--- src/rtl/ict_pkg.sv ---
// package: register map, field layout, reset values and loop constants
package ict_pkg;
  // register byte offsets
  localparam logic [7:0] OFS_CTRL    = 8'h00;
  localparam logic [7:0] OFS_TRIM    = 8'h04;
  localparam logic [7:0] OFS_STATUS  = 8'h08;
  localparam logic [7:0] OFS_INT_STS = 8'h0C;
  localparam logic [7:0] OFS_INT_CLR = 8'h10;
  localparam logic [7:0] OFS_INT_EN  = 8'h14;
  localparam logic [7:0] OFS_CAP     = 8'h18;
  localparam logic [7:0] OFS_OFFSET  = 8'h1C;
  // ctrl fields
  localparam int CTRL_EN_BIT   = 0;
  localparam int CTRL_MULT_LSB = 8;
  localparam int MULT_W        = 7;
  localparam logic             CTRL_EN_RST   = 1'b1;
  localparam logic [MULT_W-1:0] CTRL_MULT_RST = 7'h15;
  // trim and capacitor
  localparam logic [7:0] TRIM_RST        = 8'h80;
  localparam logic [9:0] CAP_FIXED_UNITS = 10'h180;
  localparam logic [9:0] CAP_TOTAL_UNITS = 10'h27F;
  // frequency shift per trim unit, in ppm of the unadjusted rate
  localparam logic [10:0] TRIM_STEP_PPM  = 11'h7A1;
  // status bits
  localparam int STS_CLK_STABLE = 0;
  localparam int STS_FLT_STABLE = 1;
  localparam int STS_RUNNING    = 2;
  localparam int STS_WAIT       = 3;
  // interrupt events
  localparam int EV_W           = 3;
  localparam int EV_CLK_STABLE  = 0;
  localparam int EV_FLT_STABLE  = 1;
  localparam int EV_FLT_LOST    = 2;
  // loop filter
  localparam logic [11:0] LF_RST      = 12'h400;
  localparam logic [3:0]  DIV_MAX     = 4'h9;
  localparam logic [11:0] STEP_FINE   = 12'h001;
  localparam logic [11:0] STEP_MID    = 12'h008;
  localparam logic [11:0] STEP_COARSE = 12'h020;
  // comparator error band: within 5, 5 to 15, above 15 percent
  typedef enum logic [1:0] {
    BAND_FINE   = 2'b00,
    BAND_MID    = 2'b01,
    BAND_COARSE = 2'b10,
    BAND_RSVD   = 2'b11
  } ict_band_e;
  localparam logic [3:0] SETTLE_SAMPLES = 4'h4;
endpackage : ict_pkg

--- src/rtl/ict_loop_if.sv ---
// interface: loop filter and settle monitor signals
`timescale 1ns/10ps
interface ict_loop_if;
  logic        restart;
  logic        cmp_valid;
  logic        cmp_fast;
  logic [1:0]  cmp_band;
  logic [3:0]  div_sel;
  logic [7:0]  stage_sel;
  logic        filt_stable;
  logic        clk_stable;
  modport ctl  (output restart, output cmp_valid, output cmp_fast,
                output cmp_band, input div_sel, input stage_sel,
                input filt_stable, input clk_stable);
  modport filt (input cmp_valid, input cmp_fast, input cmp_band,
                output div_sel, output stage_sel, output filt_stable);
  modport mon  (input restart, input cmp_valid, input filt_stable,
                output clk_stable);
endinterface : ict_loop_if

--- src/rtl/ict_loop_filter.sv ---
// loop filter: steers divider and stage selects from comparator bands
`timescale 1ns/10ps
module ict_loop_filter (
  input  wire logic pclk,
  input  wire logic presetn,
  ict_loop_if.filt  lp
);
  logic [11:0] acc_q;
  logic [11:0] step;
  logic        stable_q;

  always_comb begin
    unique case (ict_pkg::ict_band_e'(lp.cmp_band))
      ict_pkg::BAND_FINE: step = ict_pkg::STEP_FINE;
      ict_pkg::BAND_MID:  step = ict_pkg::STEP_MID;
      default:            step = ict_pkg::STEP_COARSE;
    endcase
  end

  // wraps past the ends on purpose; the divider field only clamps codes above 9 to 9
  always_ff @(posedge pclk or negedge presetn) begin
    if (!presetn) begin
      acc_q <= ict_pkg::LF_RST;
    end else if (lp.cmp_valid) begin
      acc_q <= lp.cmp_fast ? acc_q + step : acc_q - step;
    end
  end

  always_ff @(posedge pclk or negedge presetn) begin
    if (!presetn) begin
      stable_q <= 1'b0;
    end else if (lp.cmp_valid) begin
      stable_q <= (lp.cmp_band == ict_pkg::BAND_FINE);
    end
  end

  // divider codes above the slowest act as the slowest
  assign lp.div_sel     = (acc_q[11:8] > ict_pkg::DIV_MAX) ?
                          ict_pkg::DIV_MAX : acc_q[11:8];
  assign lp.stage_sel   = acc_q[7:0];
  assign lp.filt_stable = stable_q;
endmodule : ict_loop_filter

--- src/rtl/ict_settle_mon.sv ---
// settle monitor: clock stable after a run of filter-stable samples
`timescale 1ns/10ps
module ict_settle_mon (
  input  wire logic pclk,
  input  wire logic presetn,
  ict_loop_if.mon   lp
);
  logic [3:0] run_q;
  logic       stable_q;

  // any disturbance restarts the settling interval
  always_ff @(posedge pclk or negedge presetn) begin
    if (!presetn) begin
      run_q <= 4'h0;
    end else if (lp.restart) begin
      run_q <= 4'h0;
    end else if (lp.cmp_valid) begin
      if (!lp.filt_stable) begin
        run_q <= 4'h0;
      end else if (run_q != ict_pkg::SETTLE_SAMPLES) begin
        run_q <= run_q + 4'h1;
      end
    end
  end

  always_ff @(posedge pclk or negedge presetn) begin
    if (!presetn) begin
      stable_q <= 1'b0;
    end else begin
      stable_q <= !lp.restart && lp.filt_stable &&
                  (run_q == ict_pkg::SETTLE_SAMPLES);
    end
  end

  assign lp.clk_stable = stable_q;
endmodule : ict_settle_mon

--- src/rtl/ict_clock_ctrl.sv ---
// top: trim, multiplier, settling and wait-mode control of the generator
//
// The APB interface to the registers and the register offsets are this design's own decisions.
`timescale 1ns/10ps
module ict_clock_ctrl (
  input  wire logic        pclk,
  input  wire logic        presetn,
  input  wire logic        psel,
  input  wire logic        penable,
  input  wire logic        pwrite,
  input  wire logic [7:0]  paddr,
  input  wire logic [31:0] pwdata,
  output logic [31:0]      prdata,
  output logic             pready,
  output logic             pslverr,
  input  wire logic        cpu_wait,
  input  wire logic        cpu_stop,
  input  wire logic        cmp_valid,
  input  wire logic        cmp_fast,
  input  wire logic [1:0]  cmp_band,
  output logic [7:0]       cap_switched_units,
  output logic             gen_run,
  output logic [3:0]       oscillator_divider_select,
  output logic [7:0]       oscillator_stage_select,
  output logic             clock_stable_flag,
  output logic             filter_stable_flag,
  output logic             irq,
  output logic             wake_req
);
  localparam int MW = ict_pkg::MULT_W;

  ict_loop_if lp ();

  logic                  en_q;
  logic [MW-1:0]         mult_q;
  logic [7:0]            trim_q;
  logic [ict_pkg::EV_W-1:0] ists_q;
  logic [ict_pkg::EV_W-1:0] ien_q;
  logic [ict_pkg::EV_W-1:0] ev;
  logic [ict_pkg::EV_W-1:0] clr;
  logic                  run_q;
  logic                  clk_st_q;
  logic                  flt_st_q;
  logic [31:0]           prdata_q;
  logic                  setup;
  logic                  access;
  logic                  wr;
  logic                  mapped;
  logic                  run;
  logic                  mult_chg;
  logic                  trim_chg;
  logic [9:0]            cap_total;
  logic signed [8:0]     trim_delta;
  logic signed [20:0]    offset_ppm;
  logic [31:0]           rd_mux;

  ////////////////////////////////////////////////////////////////////////
  // apb decode
  assign setup  = psel && !penable;
  assign access = psel && penable;
  assign wr     = access && pwrite;

  always_comb begin
    unique case (paddr)
      ict_pkg::OFS_CTRL, ict_pkg::OFS_TRIM, ict_pkg::OFS_STATUS,
      ict_pkg::OFS_INT_STS, ict_pkg::OFS_INT_CLR, ict_pkg::OFS_INT_EN,
      ict_pkg::OFS_CAP, ict_pkg::OFS_OFFSET: mapped = 1'b1;
      default:                               mapped = 1'b0;
    endcase
  end

  // read data captured in setup, so every access ends in one cycle
  assign pready  = access;
  assign pslverr = access && !mapped;

  ////////////////////////////////////////////////////////////////////////
  // control registers
  assign mult_chg = wr && (paddr == ict_pkg::OFS_CTRL) &&
                    (pwdata[ict_pkg::CTRL_MULT_LSB +: MW] != mult_q);
  assign trim_chg = wr && (paddr == ict_pkg::OFS_TRIM) &&
                    (pwdata[7:0] != trim_q);

  always_ff @(posedge pclk or negedge presetn) begin
    if (!presetn) begin
      en_q   <= ict_pkg::CTRL_EN_RST;
      mult_q <= ict_pkg::CTRL_MULT_RST;
    end else if (wr && paddr == ict_pkg::OFS_CTRL) begin
      en_q   <= pwdata[ict_pkg::CTRL_EN_BIT];
      mult_q <= pwdata[ict_pkg::CTRL_MULT_LSB +: MW];
    end
  end

  always_ff @(posedge pclk or negedge presetn) begin
    if (!presetn) begin
      trim_q <= ict_pkg::TRIM_RST;
    end else if (wr && paddr == ict_pkg::OFS_TRIM) begin
      trim_q <= pwdata[7:0];
    end
  end

  always_ff @(posedge pclk or negedge presetn) begin
    if (!presetn) begin
      ien_q <= '0;
    end else if (wr && paddr == ict_pkg::OFS_INT_EN) begin
      ien_q <= pwdata[ict_pkg::EV_W-1:0];
    end
  end

  ////////////////////////////////////////////////////////////////////////
  // generator run state; wait does not stop it, stop does
  assign run = en_q && !cpu_stop;

  always_ff @(posedge pclk or negedge presetn) begin
    if (!presetn) begin
      run_q <= 1'b0;
    end else begin
      run_q <= run;
    end
  end

  // reset leaves run_q low, so the first run also counts as a re-enable
  assign lp.restart   = (run && !run_q) || mult_chg || trim_chg;
  assign lp.cmp_valid = cmp_valid && run;
  assign lp.cmp_fast  = cmp_fast;
  assign lp.cmp_band  = cmp_band;

  ict_loop_filter u_filter (
    .pclk    (pclk),
    .presetn (presetn),
    .lp      (lp.filt)
  );

  ict_settle_mon u_settle (
    .pclk    (pclk),
    .presetn (presetn),
    .lp      (lp.mon)
  );

  ////////////////////////////////////////////////////////////////////////
  // capacitor and frequency offset
  // switched units equal the trim count, fixed units always present
  assign cap_total  = ict_pkg::CAP_FIXED_UNITS + {2'b00, trim_q};
  // more units lower the frequency, so the offset is default minus trim
  assign trim_delta = $signed({1'b0, ict_pkg::TRIM_RST}) -
                      $signed({1'b0, trim_q});
  // full swing of 128 steps reaches about 25 percent
  assign offset_ppm = 21'(trim_delta *
                      $signed({1'b0, ict_pkg::TRIM_STEP_PPM}));

  ////////////////////////////////////////////////////////////////////////
  // interrupts: set wins over a clear in the same cycle
  always_ff @(posedge pclk or negedge presetn) begin
    if (!presetn) begin
      clk_st_q <= 1'b0;
      flt_st_q <= 1'b0;
    end else begin
      clk_st_q <= lp.clk_stable;
      flt_st_q <= lp.filt_stable;
    end
  end

  assign ev[ict_pkg::EV_CLK_STABLE] = lp.clk_stable && !clk_st_q;
  assign ev[ict_pkg::EV_FLT_STABLE] = lp.filt_stable && !flt_st_q;
  assign ev[ict_pkg::EV_FLT_LOST]   = !lp.filt_stable && flt_st_q;
  assign clr = (wr && paddr == ict_pkg::OFS_INT_CLR) ?
               pwdata[ict_pkg::EV_W-1:0] : '0;

  always_ff @(posedge pclk or negedge presetn) begin
    if (!presetn) begin
      ists_q <= '0;
    end else begin
      ists_q <= (ists_q & ~clr) | ev;
    end
  end

  ////////////////////////////////////////////////////////////////////////
  // read path
  always_comb begin
    rd_mux = 32'h0000_0000;
    unique case (paddr)
      ict_pkg::OFS_CTRL: begin
        rd_mux[ict_pkg::CTRL_EN_BIT]            = en_q;
        rd_mux[ict_pkg::CTRL_MULT_LSB +: MW]    = mult_q;
      end
      ict_pkg::OFS_TRIM:    rd_mux[7:0] = trim_q;
      ict_pkg::OFS_STATUS: begin
        rd_mux[ict_pkg::STS_CLK_STABLE] = lp.clk_stable;
        rd_mux[ict_pkg::STS_FLT_STABLE] = lp.filt_stable;
        rd_mux[ict_pkg::STS_RUNNING]    = run_q;
        rd_mux[ict_pkg::STS_WAIT]       = cpu_wait;
        rd_mux[11:8]                    = lp.div_sel;
        rd_mux[23:16]                   = lp.stage_sel;
      end
      ict_pkg::OFS_INT_STS: rd_mux[ict_pkg::EV_W-1:0] = ists_q;
      ict_pkg::OFS_INT_EN:  rd_mux[ict_pkg::EV_W-1:0] = ien_q;
      ict_pkg::OFS_CAP: begin
        rd_mux[9:0]   = cap_total;
        rd_mux[25:16] = ict_pkg::CAP_TOTAL_UNITS;
      end
      ict_pkg::OFS_OFFSET:  rd_mux = {{11{offset_ppm[20]}}, offset_ppm};
      default:              rd_mux = 32'h0000_0000;
    endcase
  end

  always_ff @(posedge pclk or negedge presetn) begin
    if (!presetn) begin
      prdata_q <= 32'h0000_0000;
    end else if (setup && !pwrite) begin
      prdata_q <= rd_mux;
    end
  end

  ////////////////////////////////////////////////////////////////////////
  // outputs
  assign prdata                    = prdata_q;
  assign cap_switched_units        = trim_q;
  assign gen_run                   = run_q;
  assign oscillator_divider_select = lp.div_sel;
  assign oscillator_stage_select   = lp.stage_sel;
  assign clock_stable_flag         = lp.clk_stable;
  assign filter_stable_flag        = lp.filt_stable;
  assign irq                       = |(ists_q & ien_q);
  assign wake_req                  = cpu_wait && irq;
endmodule : ict_clock_ctrl

--- config.mk ---
export PLATFORM = sky130hd
export DESIGN_NAME = ict_clock_ctrl
export DESIGN_NICKNAME = d
export VERILOG_FILES = /design/src/rtl/ict_pkg.sv /design/src/rtl/ict_loop_if.sv /design/src/rtl/ict_loop_filter.sv /design/src/rtl/ict_settle_mon.sv /design/src/rtl/ict_clock_ctrl.sv
export SDC_FILE = /design/constraint.sdc
export NUM_CORES = 1
export LEC_CHECK = 0
export BUFFER_PORTS_ARGS = -buffer_cell sky130_fd_sc_hd__buf_2
export CAP_MARGIN = 20
export CORE_UTILIZATION = 40
export DETAILED_ROUTE_END_ITERATION = 10
export PLACE_DENSITY = 0.71
export SETUP_SLACK_MARGIN = 0.1
export SLEW_MARGIN = 25
export SYNTH_ARGS = -nofsm -noshare
export SYNTH_HDL_FRONTEND = slang
export SYNTH_SLANG_ARGS = --single-unit
--- constraint.sdc ---
create_clock -name pclk -period 7.4 [get_ports pclk]
set_clock_uncertainty 0.05 [all_clocks]
set_input_delay 0.37 -clock pclk [delete_from_list [all_inputs] [get_ports pclk]]
set_output_delay 0.37 -clock pclk [all_outputs]
set_load 0.03 [all_outputs]
==> Word level (Yosys, flattened, before mapping) <==
Memories as Yosys holds them, arrays and structs flattened.
Cells that the tools add are included.
{ "totals": {"ff_bits": 75, "latch_bits": 0, "ram_bits": 0, "mem_bits_ro": 32, "input_bits": 51, "out_inout_bits": 59, "wordCells": 95, "mem_count": 1} }
{ "op_classes": {"addsub": 5, "multipliers": 1, "n_div": 0, "n_lt_le_gt_ge": 1, "n_eq_ne": 13, "shift": 0, "n_mux": 20, "n_bitwise": 4, "reduce_logical": 37} }
{ "mem_list": {"columns": ["name", "depth", "width", "rd", "rd_ports_with_merged_regs", "write_ports", "line", "rtl"], "rows": [
  ["(name not given)", 32, 1, 1, 0, 0, "ict_clock_ctrl.sv:64", "unique case (paddr)"]
]} }
{ "op_table": {"columns": ["operator", "count"], "rows": [
  ["$eq A8 B5 Y1 const B", 4],
  ["$pmux W8 S3", 1],
  ["$mul A9 B12 Y21 const B", 1],
  ["$logic_and A1 B1 Y1", 20],
  ["$mux W4", 5],
  ["$eq A8 B4 Y1 const B", 2],
  ["$add A12 B6 Y12", 1],
  ["$mux W12", 1],
  ["$pmux W2 S6", 1],
  ["$pmux W4 S3", 1],
  ["$pmux W6 S2", 1],
  ["$sub A12 B6 Y12", 1],
  ["$add A9 B8 Y10 const A", 1],
  ["$logic_not A1 Y1", 9],
  ["$sub A8 B8 Y9 const A", 1],
  ["$eq A8 B3 Y1 const B", 1],
  ["$logic_not A8 Y1", 1],
  ["$ne A8 B8 Y1", 1],
  ["$pmux W2 S4", 1],
  ["$ne A7 B7 Y1", 1],
  ["$pmux W1 S7", 1],
  ["$and A3 B3 Y3", 2],
  ["$mux W6", 1],
  ["$pmux W2 S3", 1],
  ["other kinds (19)", 21]
]} }

==> Longest topological paths before layout <==
{ "logic_depth": {"ltp_word": 9, "mapped_depth": 22, "mapped_depth_nobuf": 21} }

==> Cells and area by module <==
From an unflattened synthesis, not the netlist that was laid out.
{ "unflattened": {"cells_unflattened": 621, "area_unflattened_um2": 5940.7} }
{ "modules_own_cells": {"columns": ["module", "n_inst", "cells_per_inst", "area_each_um2", "seq_area_each_um2"], "rows": [
  ["ict_clock_ctrl", 1, 457, 4451.8, 1307.5],
  ["ict_loop_filter", 1, 134, 1209.9, 326.6],
  ["ict_settle_mon", 1, 30, 279.0, 125.1]
]} }

==> Worst setup path before layout <==
No wires, ideal clock.
{ "synth_timing": {"kind": "register to register", "start": "reg trim_q[0], in the netlist cap_switched_units[0]", "end": "reg prdata_q[25], in the netlist prdata[25]", "t_arrival_ns": 5.606, "t_required_ns": 7.268, "slack_ns": 1.661, "stages_incl_launch_ff": 22, "n_path_buf": 1, "cell_sequence": "dfrtp_1 > buf_2 > inv_1 > ha_1 > nand2_1 > or3_1 > o21ai_0 > inv_1 > ha_1 > inv_1 > fa_1 > inv_1 > fa_1 > fa_1 > ha_1 > ha_1 > o21ai_0 > o211a_1 > nor3_1 > nor3_1 > nand3b_1 > a31oi_1"} }
{ "synth_via": {"elab_chain_cells": 3} }
{ "synth_lines": {"columns": ["item", "line", "rtl"], "rows": [
  ["from (decl)", "ict_clock_ctrl.sv:36", "logic [7:0] trim_q;"],
  ["from (signal assigned)", "ict_clock_ctrl.sv:95", "trim_q <= ict_pkg::TRIM_RST;"],
  ["from (signal assigned)", "ict_clock_ctrl.sv:97", "trim_q <= pwdata[7:0];"],
  ["$sub A8 B8 Y9", "ict_clock_ctrl.sv:144", "assign trim_delta = $signed({1'b0, ict_pkg::TRIM_RST}) -"],
  ["$mul A9 B12 Y21", "ict_clock_ctrl.sv:147", "assign offset_ppm = 21'(trim_delta *"],
  ["$pmux W2 S2", "ict_clock_ctrl.sv:180", "unique case (paddr)"],
  ["to (signal assigned)", "ict_clock_ctrl.sv:209", "prdata_q <= rd_mux;"],
  ["to (decl)", "ict_clock_ctrl.sv:44", "logic [31:0] prdata_q;"]
]} }
No other way between the ends.
A chain may end at the register's enable or synchronous reset.

==> Final worst setup path <==
{ "layout_timing": {"start": "reg trim_q[0], in the netlist cap_switched_units[0]", "end": "reg prdata_q[21], in the netlist prdata[21]"} }
{ "layout_via": {"elab_chain_cells": 3} }
{ "layout_lines": {"columns": ["item", "line"], "rows": [
  ["$sub A8 B8 Y9", "ict_clock_ctrl.sv:144"],
  ["$mul A9 B12 Y21", "ict_clock_ctrl.sv:147"],
  ["$pmux W8 S3", "ict_clock_ctrl.sv:180"]
]} }
No other way between the ends.

==> impl_results.rst <==
.. list-table::
   :header-rows: 1

   * - Metric
     - Value
   * - Clock latency on the worst-skew pair
     - about 0.34 ns
   * - CTS resizes
     - 0
   * - Top cells by area, synth
     - sky130_fd_sc_hd__dfrtp_1 28%, sky130_fd_sc_hd__ha_1 14%, sky130_fd_sc_hd__fa_1 6.5%
   * - Gate Count Post-Synth
     - around 630
   * - Total Routing Usage GR
     - between 15 and 20%
   * - Last weighted congestion value of the routability-driven placer
     - between 0.8 and 0.9
   * - Clock transition at the registers of the reported paths
     - approximately 0.06 ns
   * - Synthesis-to-layout area growth
     - 14.3%
   * - Clock tree root driver cell
     - sky130_fd_sc_hd__clkbuf_16
   * - FILL cells
     - between 1,000 and 1,500
   * - Design area
     - approximately 6700 um^2
   * - Final setup violation count
     - 0
   * - Number of maximum-capacitance violations
     - 0
   * - Required time of the critical path
     - 7.59 ns
   * - Number of warnings issued by yosys
     - 0
   * - Number of nets still failing antenna checks after routing
     - 0
   * - Proportion of synthesized chip area in sequential cells
     - between 30% and 40%
   * - Cell type contributing the most total cell area after synthesis
     - sky130_fd_sc_hd__dfrtp_1
   * - Endpoint class of the critical path
     - flop
   * - Crit Path Class
     - reg2reg
   * - Area of the multi-input gates
     - about 3700 um^2
   * - Final-report max-slew violation count
     - 0
   * - Pin count of the biggest net entering global routing
     - between 70 and 80
   * - Cell Count, Final, Fillers Out
     - about 890
   * - Antenna violations before repair
     - 0
   * - Net Count, Synth
     - approximately 770
   * - Number of antenna repair diodes
     - 0
   * - Remaining DRCs
     - 0
   * - RSZ-0062 raised after global routing
     - false
   * - Leakage
     - 0.00351 uW
   * - Worst R2R Setup Slack
     - 1.35 ns
   * - Dominant synthesized flop cell
     - sky130_fd_sc_hd__dfrtp_1
   * - H-tree levels
     - 3
   * - Flip-flop and latch count after synthesis
     - 70
   * - Number of buffers on the longest clock path
     - 2
   * - Post-Synthesis Cell Area
     - 5820 um^2
   * - Most instantiated cells after synthesis
     - 67 x sky130_fd_sc_hd__ha_1, 64 x sky130_fd_sc_hd__dfrtp_1, 58 x sky130_fd_sc_hd__nand2_1
   * - Actual transition at the worst max-transition pin
     - 0.955 ns
   * - Wire length of the first global-routing pass
     - between 20,000 and 25,000 um
   * - Final global-route overflow total
     - 0
   * - CP max FO
     - 11
   * - Full die area
     - around 15,000 um^2
   * - Number of clock buffers inserted by TritonCTS
     - 9
   * - Post-CTS Repair Setup Buffers
     - 0
   * - Number of buffers added on ports
     - between 90 and 100
   * - Seq. cell area
     - 1760 um^2
   * - Via count of the routed design
     - about 4,700
   * - Wire length after detailed routing
     - 13,700 um
   * - Maximum clock frequency
     - 165 MHz
   * - Placed Instance Area
     - 6330 um^2
   * - Vias per cell
     - about 5.3
   * - Placeable core region
     - roughly 14,000 um^2
   * - Crit path DAT
     - between 6 and 7 ns
   * - Half-perimeter wire length after detailed placement
     - between 10,000 and 15,000 um
   * - Horiz. Die Dim
     - 123 um
   * - Sum of negative setup slack
     - 0 ns
   * - NumNets Final
     - ~840
   * - Post-synth EDFFs
     - 0
   * - Site Rows
     - 43
   * - I/O pin count
     - 110
   * - Syn_area_per_cell
     - around 9.3 um^2
   * - Post-detailed-route wirelength per cell
     - roughly 16 um
   * - Via count of the first global-routing pass
     - ~4,500
   * - TritonCTS clock tree
     - built
   * - Detailed-router iteration count before antenna repair
     - 5
   * - Initial Utilization
     - 41.5%
   * - Final worst slack
     - ~1.4 ns
   * - Worst hold path class
     - in2async
   * - Worst setup SP type
     - flop
   * - Placed Instances
     - 869
   * - Die Height
     - between 100 and 150 um
   * - Peak supply drop
     - about 0.00013 V
   * - Async set-reset flop share out of synthesis
     - 100%
   * - Post-cts hold buffer count
     - 0
   * - Proportion of layout cells with a drive suffix above 1
     - a little over a fifth
   * - Most numerous cell in the Yosys netlist
     - sky130_fd_sc_hd__ha_1
   * - Overall Power
     - 1220 uW
   * - Share of the synthesized area in the top cell type
     - between 20 and 30%
   * - Sinks on Clock Net
     - 70
   * - Number of distinct standard cells referenced by the synthesized netlist
     - 63
   * - Worst rel slew slack
     - between 30% and 40%
   * - Tmin final
     - about 6 ns
   * - Final period util
     - 81.8%
   * - Post-Place Worst Slack
     - 1.37 ns
   * - DR iter-0 viols
     - 202
   * - Count of final hold-check violations
     - 0
   * - Outcome
     - finished clean
   * - Power density over the cells
     - 184 nW/um^2
==> cell usage in the layout (no fill, tap or decap), types with 3 or more instances in the layout <==
master	count
sky130_fd_sc_hd__buf_2	92
sky130_fd_sc_hd__ha_1	67
sky130_fd_sc_hd__dfrtp_1	64
sky130_fd_sc_hd__nand2_1	57
sky130_fd_sc_hd__inv_1	54
sky130_fd_sc_hd__o21ai_0	42
sky130_fd_sc_hd__nor2_1	40
sky130_fd_sc_hd__xor2_1	37
sky130_fd_sc_hd__a21oi_1	37
sky130_fd_sc_hd__mux2_2	22
sky130_fd_sc_hd__fa_1	19
sky130_fd_sc_hd__xnor2_1	10
sky130_fd_sc_hd__nor3_1	10
sky130_fd_sc_hd__clkbuf_16	9
sky130_fd_sc_hd__nand4_1	8
sky130_fd_sc_hd__a221oi_1	8
sky130_fd_sc_hd__nor2b_1	7
sky130_fd_sc_hd__o21a_1	7
sky130_fd_sc_hd__a22oi_1	7
sky130_fd_sc_hd__a21o_1	7
sky130_fd_sc_hd__and2_1	6
sky130_fd_sc_hd__a31oi_1	6
sky130_fd_sc_hd__dfstp_2	6
sky130_fd_sc_hd__nand2b_1	4
sky130_fd_sc_hd__nand3_1	4
sky130_fd_sc_hd__o22ai_1	4
sky130_fd_sc_hd__o31ai_1	4
sky130_fd_sc_hd__a211oi_1	4
sky130_fd_sc_hd__or3_1	3
sky130_fd_sc_hd__mux2i_1	3
sky130_fd_sc_hd__nor4_1	3
sky130_fd_sc_hd__o21bai_1	3
sky130_fd_sc_hd__buf_4	3
==> registers in the layout (all words and copies together), names as in the netlist, 3 cells and up <==
register            flops
ien_q                   3
prdata                 27
u_settle.run_q          4
mult_q                  7
u_filter.acc_q         12
ists_q                  3
cap_switched_units      8
==> final cells by class <==
cell class,instances,share of cell area [%]
flip-flops and latches,70,26.4
multi-input cells,470,55.1
clock inverters,4,1.05
inverters,54,3.05
clock buffers,12,3.71
well taps,180,3.39
repair buffers,95,7.26
==> final timing paths <==
path,startpoint,end,depth (start not counted)
worst min register to register,u_settle.lp.clk_stable,clk_st_q,0
min in group pclk,cpu_stop,gen_run,2
max in group asynchronous,presetn,prdata[10],2
worst max-delay path,cap_switched_units[0],prdata[21],19
worst max register to register,cap_switched_units[0],prdata[21],19
worst min-delay path,presetn,u_settle.run_q[1],2
==> per-layer routing <==
metal	vias to the layer above	global-route usage (%)	share of wire [%]
li1	2329	-	-
met1	2256	26.5	46
met2	119	30.9	48
met3	22	2.60	4.5
met4	0	7.39	2.3
met5	-	0	0
==> cells by family after synthesis <==
| group | synth area share, % |
|---|---|
| and+or+nand+nor | 13.9 |
| AOI/OAI and AO/OA | 16.3 |
| buffers and inverters | 6.84 |
| adders and majority gates | 20.9 |
| DFF | 30.2 |
| xor gates and xnor gates | 7.07 |
| muxes | 4.77 |
==> power breakdown <==
group / total, uW / internal (uW) / switching (uW)
clock: 464 / 303 / 161
sequential: 416 / 400 / 15.5
combinational: 342 / 133 / 209
==> metrics by stage <==
stage	util, %	hold WS [ns]
2_1_floorplan	-	0.0244
3_3_place_gp	45.1	0.368
3_5_place_dp	45.1	0.366
4_1_cts	47.4	0.191
5_1_grt	47.4	0.199
6_report	47.4	0.195
==> critical path: stages, from the launching register on <==
cell and delay, ns:
sky130_fd_sc_hd__dfrtp_1 0.53, sky130_fd_sc_hd__or3_1 0.45, sky130_fd_sc_hd__nor3_2 0.28, sky130_fd_sc_hd__nand2_1 0.11, sky130_fd_sc_hd__xor2_1 0.36, sky130_fd_sc_hd__inv_1 0.21
sky130_fd_sc_hd__ha_1 0.32, sky130_fd_sc_hd__inv_1 0.05, sky130_fd_sc_hd__fa_1 0.53, sky130_fd_sc_hd__inv_1 0.06, sky130_fd_sc_hd__fa_1 0.50, sky130_fd_sc_hd__fa_1 0.51
sky130_fd_sc_hd__ha_1 0.31, sky130_fd_sc_hd__ha_1 0.36, sky130_fd_sc_hd__o21ai_0 0.14, sky130_fd_sc_hd__o211a_1 0.26, sky130_fd_sc_hd__nor3_1 0.25, sky130_fd_sc_hd__nor3_1 0.06
sky130_fd_sc_hd__nand3b_1 0.32, sky130_fd_sc_hd__a22oi_1 0.26
Note: power is estimated with default switching activity, not from simulation.
